`config.mk`:
```
export PLATFORM = sky130hd
export DESIGN_NAME = jfa_top
export DESIGN_NICKNAME = d
export VERILOG_FILES = /design/src/jfa_pkg.sv /design/src/jfa_top.sv
export VERILOG_INCLUDE_DIRS = /design/src /design/src/src
export SDC_FILE = /design/constraint.sdc
export NUM_CORES = 1
export LEC_CHECK = 0
export BUFFER_PORTS_ARGS = -buffer_cell sky130_fd_sc_hd__buf_2
export CAP_MARGIN = 30
export CORE_MARGIN = 10
export CORE_UTILIZATION = 23
export DETAILED_ROUTE_END_ITERATION = 10
export PLACE_DENSITY = 0.43
export SLEW_MARGIN = 0
export SYNTH_ARGS = -nofsm -noshare
export SYNTH_HDL_FRONTEND = slang
export SYNTH_SLANG_ARGS = --single-unit
```
`constraint.sdc`:
```
create_clock -name clk_sys -period 5.95 [get_ports clk_sys]
set_input_delay 1.19 -clock clk_sys [delete_from_list [all_inputs] [get_ports clk_sys]]
set_output_delay 1.19 -clock clk_sys [all_outputs]
set_load 0.05 [all_outputs]
```
`src/jfa_consts.svh`:
```
// constants of the scan-driven fifo access block
`ifndef JFA_CONSTS_SVH
`define JFA_CONSTS_SVH
`define JFA_IR_W 3
`define JFA_IR_PUSH 3'h1
`define JFA_IR_POP 3'h2
`define JFA_IR_DRAIN 3'h3
`define JFA_DATA_W 8
`define JFA_FIFO_DEPTH 4
`define JFA_CLK_MHZ 50
`endif

```
`src/jfa_pkg.sv`:
```
// types and decode of the scan-driven fifo access block
`include "jfa_consts.svh"
package jfa_pkg;
  typedef enum logic [1:0] {JFA_OP_BYPASS, JFA_OP_PUSH, JFA_OP_POP, JFA_OP_DRAIN} jfa_op_t;
  function automatic jfa_op_t jfa_decode(input logic [`JFA_IR_W-1:0] ir);
    jfa_op_t op;
    op = JFA_OP_BYPASS;
    if (ir == `JFA_IR_PUSH) op = JFA_OP_PUSH;
    if (ir == `JFA_IR_POP) op = JFA_OP_POP;
    if (ir == `JFA_IR_DRAIN) op = JFA_OP_DRAIN;
    return op;
  endfunction
endpackage

```
`src/jfa_top.sv`:
```
// scan chain access to a byte fifo: push, pop and drain
// Behaviour
// - three-bit instruction selects push, pop, drain
// - push instruction writes exactly one fifo value per dr update
// - pop instruction reads at most one fifo value per dr capture, none when empty
// - drain reads back to back until empty
// - push chain shifts only on push and shift
// - one write pulse after update, stable data
// - pop selects read chain, one read pulse
// - read chain captures, then shifts toward tdo
// - drain request held until fifo empty
// - drain routes one-bit bypass tdi to tdo
// - both fifo ports run on 50 MHz clock
// - one scan instance, one shared decoder
// - tdi valid only while shift indication high; the bypass bit samples tdi on every tck rise
`timescale 1ns/1ns
`default_nettype none
`include "jfa_consts.svh"
module jfa_fifo #(
  parameter int W = 8,
  parameter int D = 4
) (
  // clock and reset
  input wire logic clk_sys,
  input wire logic sys_rst,
  // fill side
  input wire logic in_valid,
  output logic in_ready,
  input wire logic [W-1:0] in_data,
  // drain side
  output logic out_valid,
  input wire logic out_ready,
  output logic [W-1:0] out_data
);
  localparam int AW = (D > 1) ? $clog2(D) : 1;
  localparam logic [AW:0] ONE = (AW+1)'(1);
  logic [W-1:0] mem [D];
  logic [AW:0] wptr, rptr, next_wptr, next_rptr;
  logic wr, rd;
  assign in_ready = !((wptr[AW] != rptr[AW]) && (wptr[AW-1:0] == rptr[AW-1:0]));
  assign out_valid = (wptr != rptr);
  assign out_data = mem[rptr[AW-1:0]];
  assign wr = in_valid && in_ready;
  assign rd = out_valid && out_ready;
  always_comb begin
    next_wptr = wr ? wptr + ONE : wptr;
    next_rptr = rd ? rptr + ONE : rptr;
  end
  always_ff @(posedge clk_sys or posedge sys_rst) begin
    if (sys_rst) begin
      wptr <= '0;
      rptr <= '0;
    end else begin
      wptr <= next_wptr;
      rptr <= next_rptr;
    end
  end
  always_ff @(posedge clk_sys) begin
    if (wr) begin
      mem[wptr[AW-1:0]] <= in_data;
    end
  end
endmodule

module jfa_top
  import jfa_pkg::*;
#(
  parameter int DW = `JFA_DATA_W,
  parameter int DEPTH = `JFA_FIFO_DEPTH
) (
  // clock and reset
  input wire logic clk_sys,
  input wire logic sys_rst,
  // scan hub side, asynchronous to clk_sys
  input wire logic tck,
  input wire logic tdi,
  input wire logic [`JFA_IR_W-1:0] ir_in,
  input wire logic scan_capture_dr,
  input wire logic scan_shift_dr,
  input wire logic scan_update_dr,
  input wire logic scan_update_ir,
  output logic tdo,
  // drain stream
  input wire logic drain_ready,
  output logic drain_valid,
  output logic [DW-1:0] drain_data,
  // status
  output logic fifo_empty,
  output logic fifo_full,
  output logic drain_busy
);
  localparam int SW = `JFA_IR_W + 6;
  logic [SW-1:0] sync_a, sync_b;
  logic s_tck, s_tdi, s_cdr, s_sdr, s_udr, s_uir;
  logic [`JFA_IR_W-1:0] s_ir;
  logic [2:0] edge_q;
  logic tck_rise, udr_rise, uir_rise;
  jfa_op_t op;
  logic [DW-1:0] push_chain, next_push_chain, pop_chain, next_pop_chain;
  logic bypass, next_bypass, next_tdo;
  logic wr_pend, next_wr_pend, wr_fire;
  logic [DW-1:0] wr_data, next_wr_data;
  logic drain_req, next_drain_req;
  logic next_drain_valid;
  logic [DW-1:0] next_drain_data;
  logic f_in_ready, f_out_valid, f_out_ready;
  logic [DW-1:0] f_out_data;
  logic pop_rd, drain_rd;

  // two-stage synchronisers, then edge detection on the second stage
  always_ff @(posedge clk_sys or posedge sys_rst) begin
    if (sys_rst) begin
      sync_a <= '0;
      sync_b <= '0;
      edge_q <= '0;
    end else begin
      sync_a <= {tck, tdi, scan_capture_dr, scan_shift_dr, scan_update_dr,
                 scan_update_ir, ir_in};
      sync_b <= sync_a;
      edge_q <= {s_tck, s_udr, s_uir};
    end
  end
  assign {s_tck, s_tdi, s_cdr, s_sdr, s_udr, s_uir, s_ir} = sync_b;
  assign tck_rise = s_tck && !edge_q[2];
  assign udr_rise = s_udr && !edge_q[1];
  assign uir_rise = s_uir && !edge_q[0];
  // single shared decoder serves write and read sides
  assign op = jfa_decode(s_ir);

  // scan chains and tdo select
  always_comb begin
    next_push_chain = push_chain;
    next_pop_chain = pop_chain;
    next_bypass = bypass;
    if (tck_rise) begin
      next_bypass = s_tdi;
      if (op == JFA_OP_PUSH && s_sdr) begin
        next_push_chain = {s_tdi, push_chain[DW-1:1]};
      end
      if (op == JFA_OP_POP && s_cdr) begin
        next_pop_chain = f_out_valid ? f_out_data : '0;
      end else if (op == JFA_OP_POP && s_sdr) begin
        next_pop_chain = {s_tdi, pop_chain[DW-1:1]};
      end
    end
    unique case (op)
      JFA_OP_PUSH: next_tdo = next_push_chain[0];
      JFA_OP_POP: next_tdo = next_pop_chain[0];
      JFA_OP_DRAIN: next_tdo = next_bypass;
      JFA_OP_BYPASS: next_tdo = next_bypass;
    endcase
  end
  always_ff @(posedge clk_sys or posedge sys_rst) begin
    if (sys_rst) begin
      push_chain <= '0;
      pop_chain <= '0;
      bypass <= 1'b0;
      tdo <= 1'b0;
    end else begin
      push_chain <= next_push_chain;
      pop_chain <= next_pop_chain;
      bypass <= next_bypass;
      tdo <= next_tdo;
    end
  end

  // write side: chain is latched at update and held until the fifo takes it
  assign wr_fire = wr_pend && f_in_ready;
  always_comb begin
    next_wr_pend = wr_pend && !f_in_ready;
    next_wr_data = wr_data;
    if (udr_rise && op == JFA_OP_PUSH) begin
      next_wr_pend = 1'b1;
      next_wr_data = push_chain;
    end
  end
  always_ff @(posedge clk_sys or posedge sys_rst) begin
    if (sys_rst) begin
      wr_pend <= 1'b0;
      wr_data <= '0;
    end else begin
      wr_pend <= next_wr_pend;
      wr_data <= next_wr_data;
    end
  end

  // read side: one read per capture on pop, bursts while draining
  assign pop_rd = tck_rise && op == JFA_OP_POP && s_cdr && f_out_valid;
  assign drain_rd = drain_req && f_out_valid && drain_ready && !pop_rd;
  assign f_out_ready = pop_rd || drain_rd;
  always_comb begin
    next_drain_req = drain_req && f_out_valid;
    if (uir_rise && op == JFA_OP_DRAIN) begin
      next_drain_req = 1'b1;
    end
    next_drain_valid = drain_rd;
    next_drain_data = drain_rd ? f_out_data : drain_data;
  end
  always_ff @(posedge clk_sys or posedge sys_rst) begin
    if (sys_rst) begin
      drain_req <= 1'b0;
      drain_valid <= 1'b0;
      drain_data <= '0;
    end else begin
      drain_req <= next_drain_req;
      drain_valid <= next_drain_valid;
      drain_data <= next_drain_data;
    end
  end
  assign drain_busy = drain_req;
  assign fifo_empty = !f_out_valid;
  assign fifo_full = !f_in_ready;

  // both fifo ports on the 50 MHz system clock
  jfa_fifo #(.W(DW), .D(DEPTH)) u_fifo (
    .clk_sys(clk_sys),
    .sys_rst(sys_rst),
    .in_valid(wr_pend),
    .in_ready(f_in_ready),
    .in_data(wr_data),
    .out_valid(f_out_valid),
    .out_ready(f_out_ready),
    .out_data(f_out_data)
  );
endmodule
`default_nettype wire

```
# Yosys cells after proc, flatten, opt, wreduce, memory -nomap -nowiden
# Memory sizes are Yosys's and may differ from the RTL's.
# Cells that the tools add are included.
# op_classes
add_sub_neg	2
eq_ne	9
n_mux	15
reduce_logical	30
# ops
op	n
$mux 8	3
$logic_and 1x1->1	18
$mux 1	9
$add 3x1->3 const B	2
$eq 3x2->1 const B	2
$logic_not 1->1	6
$eq 2x2->1 const B	2
$mux 2	2
$reduce_and 2->1	2
$eq 3x1->1 const B	1
$ne 3x3->1	1
$pmux 1 s3	1
$eq 2x1->1 const B	1
$eq 2x2->1	1
$logic_not 2->1	1
$reduce_bool 2->1	1
$reduce_or 2->1	1
$logic_or 1x1->1	1
$ne 1x1->1	1
# word_totals
register_bits	64
ramBits	32
word_cells	73
mem_count	1
# memory_table
memory	depth	word_bits	rd	rd_clocked_by_memory_dff	wr	line	text
u_fifo.mem	4	8	1	0	1	jfa_top.sv:37	logic [W-1:0] mem [D];

# Depth between registers and ports, before layout
# depth
word_depth	12
depth_mapped	7
depth_no_buf	6

# Cells and area by module
# Synthesis repeated with hierarchy kept, for this count alone.
# hier_totals
hier_cells	233
hier_area_um2	3727.3
# modules_own_cells
module	instances	cells_per_inst	area_each_um2
jfa_top	1	143	2105.8
jfa_fifo	1	90	1621.6

# Worst setup path after synthesis
# Ideal clock, no wire load.
# synth_path
kind	flip-flop to output port
startpoint	register u_fifo.rptr[1]
endpoint	output port fifo_full
arrival_ps	1883
setup_slack_ps	2877
path_stages_with_launch	4
path_buffers	1
path_cell_list	dfrtp_1 buf_4 xor2_1 nor3_1
# synth_via
elab_chain_len	2
# synth_rtl
item	line	text
start: declaration	jfa_top.sv:38	logic [AW:0] wptr, rptr, next_wptr, next_rptr;
start signal: assignment	jfa_top.sv:55	rptr <= next_rptr;
$eq 2x2->1	jfa_top.sv:40	assign in_ready = !((wptr[AW] != rptr[AW]) && (wptr[AW-1:0] == rptr[AW-1:0]));
$logic_and 1x1->1	jfa_top.sv:40	
end: declaration	jfa_top.sv:89	output logic fifo_full,
# Every way passes these cells.

# Final worst setup path
# layout_path
startpoint	register u_fifo.rptr[0]
endpoint	output port fifo_empty
# layout_via
elab_chain_len	2
# layout_rtl
item	line	text
$ne 3x3->1	jfa_top.sv:41	assign out_valid = (wptr != rptr);
$logic_not 1->1	jfa_top.sv:211	assign fifo_empty = !f_out_valid;
end: declaration	jfa_top.sv:88	output logic fifo_empty,
# Every way passes these cells.

==> key figures <==
Detailed routing
  • Via-per-instance ratio: between 3 and 4
  • Iteration count of the initial detailed-routing pass: 4
  • # DRC: 0
  • Vias: roughly 1.8k
  • DRT iter0 DRCs: roughly 110
  • Post-DRT Antenna Nets: 0
  • WL/cell: ~14 um
  • Final wirelength: 6.83 mm

Power and ir drop
  • Peak VDD IR: ~0.14 mV
  • Clock power frac: approximately a third
  • Pwr/cell area: ~470 nW/um^2
  • Combinational share of power: ~25%
  • Seq pwr share: a little over two fifths
  • Switching part of the total power: between 30 and 40%
  • Switch Pwr: around 670 uW
  • Pleak: roughly 1.8 nW
  • Cell Int Power: 1.39 mW

Worst hold path
  • Hold WC Path Type: register to register

Worst setup path
  • CP required: roughly 4.8 ns
  • CP Data Arrival Time: 1.88 ns
  • Crit-path max FO: 12
  • Crit path capture type: output pin
  • Crit path kind: register to output pin
  • Worst setup SP type: register

Die
  • Die height: around 150 um
  • # rows: 46
  • Core footprint: approximately 16000 um^2
  • # IOs: 25
  • Die footprint: ~21000 um^2
  • Starting density of the core: roughly a quarter
  • Die W: between 100 and 150 um

Cells and area
  • Commonest cells after routing, fill and taps aside: dfrtp_1 (64), edfxtp_1 (32), buf_2 (24), mux2_2 (18)
  • Most common cell after layout, fill and taps aside: dfrtp_1
  • Area growth syn-to-layout: 19.1%
  • # diodes: 0
  • Layout cells sized above 1: around a third
  • FILL cells: between 1.5k and 2k
  • Post-route cell area: ~4400 um^2
  • Final net count: 270

Timing
  • Setup Viol. Count Final: 0
  • Period utilisation layout: roughly 52%
  • Unrepaired setup endpoints after global routing: false
  • Max Clock Freq: 0.325 GHz
  • Final Hold Fails: 0
  • Fin. max-slew vios: 0
  • Setup TNS Final: 0 ns
  • Max transition margin: between 30% and 40%
  • Worst Skew: 0.00989 ns
  • Slew of the pin with the lowest slew margin: 0.919 ns
  • Fin crit period: 3.07 ns

Run status
  • Status: finished clean

Clocking
  • Clock tree buffer depth: 2
  • Total CTS buffers: 9
  • Post-CTS Resized: 0
  • Post-CTS Hold Buffers: 0
  • Reg clk slew, reported paths: roughly 0.060 ns
  • Post-CTS Setup Bufs: 0
  • CTS Sinks: 96
  • Skew-Pair Late Insertion Delay: roughly 0.34 ns
  • H-tree depth: 3
  • Clock root cell: clkbuf_16
  • CTS tree: done

Global routing
  • Total grt overflow: 0
  • First-pass GRT wire length: 11.1 mm
  • Largest net degree at the start of global routing: 65
  • GRT Util Overall: 6.71%
  • Vias in the first global route: roughly 2.0k
  • Antenna violations before repair: 0

Placed design
  • Port buffer count: 24
  • Dpl hpwl: 4.62 mm
  • Area of placed instances: around 4000 um^2
  • Placer Congestion: approximately 0.74

Synthesis
  • Mean Syn Cell Area: 16.8 um^2
  • Warnings from Yosys: 0
  • Syn nets: between 200 and 250
  • FF+latch count, synth: 96
  • Cells after synthesis: roughly 220
  • Seq/Total Area, Yosys: ~70%
  • Syn Std Cell Area: between 3000 and 4000 um^2
  • Synth cell types: 38

Job
  • Max Cap Viol: 0
## critical path: stages (launching register included)
cell	delay [ns]
dfrtp_1	0.79
xnor2_1	0.24
nand3_1	0.17
inv_1	0.08
buf_2	0.26
## routing by layer
metal	global-route usage [%]	share of wire [%]	wire, um	vias up
li1	-	-	-	865
met1	8.51	48	3310	933
met2	9.96	47	3180	29
met3	2.66	3.7	255	9
met4	2.70	1.3	89	0
met5	0	0	0	-
## cell families (layout without fill, tap and decap cells)
logic type      after synthesis  after routing  synth area share [%]
flops                        96             96                  69.6
fa+ha+maj                     8              8                  2.72
mux                          34             34                  13.7
simple gates                 34             34                  5.00
buf+inv                      12             48                  1.73
xor+xnor                     10             10                  2.58
compound gates               25             25                  4.72
## power groups by stage
| stage | Sequential, mW | Combinational (mW) | Clock [mW] |
|---|---|---|---|
| 3_5_place_dp | 0.893 | 0.527 | 0 |
| 6_report | 0.876 | 0.520 | 0.662 |
| 2_1_floorplan | 0.958 | 0.336 | 0 |
| 4_1_cts | 0.881 | 0.528 | 0.682 |
| 5_1_grt | 0.894 | 0.565 | 0.711 |
| 3_3_place_gp | 0.891 | 0.519 | 0 |
## area by class of cell
| type | instances | area [um^2] | area share (%) |
|---|---|---|---|
| Clock buffer | 9 | 225 | 5.14 |
| Sequential cell | 96 | 2560 | 58.4 |
| Inverter | 7 | 26.3 | 0.599 |
| Timing Repair Buffer | 25 | 128 | 2.91 |
| Multi-Input combinational cell | 111 | 1060 | 24.1 |
| Clock inverter | 7 | 118 | 2.68 |
| Tap cell | 216 | 270 | 6.16 |
## metrics by stage
step	hold slack (ns)	utilization, %	std cells	setup slack, ns	power [mW]
2_1_floorplan	0.331	-	219	2.88	1.29
3_3_place_gp	0.335	25.6	455	3.19	1.41
3_5_place_dp	0.335	25.6	455	3.20	1.42
4_1_cts	0.349	27.8	471	2.81	2.09
5_1_grt	0.350	27.8	471	2.72	2.17
6_report	0.347	27.8	471	2.88	2.06
## registers in the layout (all words and copies together), names as in the netlist
| signal | count |
|---|---|
| u_fifo.mem | 32 |
| sync_a | 9 |
| sync_b | 9 |
| drain_data | 8 |
| pop_chain | 8 |
| push_chain | 8 |
| wr_data | 8 |
| edge_q | 3 |
| u_fifo.rptr | 3 |
| u_fifo.wptr | 3 |
| bypass | 1 |
| drain_busy | 1 |
| drain_valid | 1 |
| tdo | 1 |
| wr_pend | 1 |
## synth_stat cells (all sizes together)
cell | instances | area, um^2
xor2 | 5 | 43.8
nand2b | 1 | 6.26
mux4 | 8 | 180
inv | 7 | 26.3
a21oi | 8 | 40.0
nor2 | 9 | 33.8
o21ai | 1 | 5.00
o211a | 1 | 10.0
o21bai | 1 | 7.51
o2111ai | 1 | 8.76
buf | 3 | 30.0
a22oi | 7 | 52.6
a32oi | 1 | 8.76
o31ai | 1 | 7.51
o31a | 2 | 18.8
edfxtp | 32 | 961
nor2b | 2 | 12.5
mux2 | 26 | 323
nand4b | 1 | 8.76
nand2 | 8 | 30.0
nor3 | 1 | 5.00
xnor2 | 5 | 51.3
and2 | 4 | 27.5
nor3b | 1 | 7.51
dfrtp | 64 | 1600
clkbuf | 2 | 7.51
a31oi | 1 | 6.26
nand3 | 3 | 20.0
ha | 8 | 100
nand3b | 2 | 15.0
a2bb2oi | 1 | 8.76
and3b | 2 | 17.5
## worst paths after layout
kind / from / endpoint / slack, ns / cells past startpoint
min in group asynchronous: sys_rst / push_chain[6] / 1.08 / 3
max reg2reg: u_fifo.rptr[0] / drain_data[5] / 3.69 / 4
min reg2reg: sync_a[7] / sync_b[7] / 0.35 / 0
max: u_fifo.rptr[0] / fifo_empty / 2.88 / 4
min: sync_a[7] / sync_b[7] / 0.35 / 0
max in group asynchronous: sys_rst / drain_data[4] / 4.32 / 3
Power figures use the tool's default switching activity.
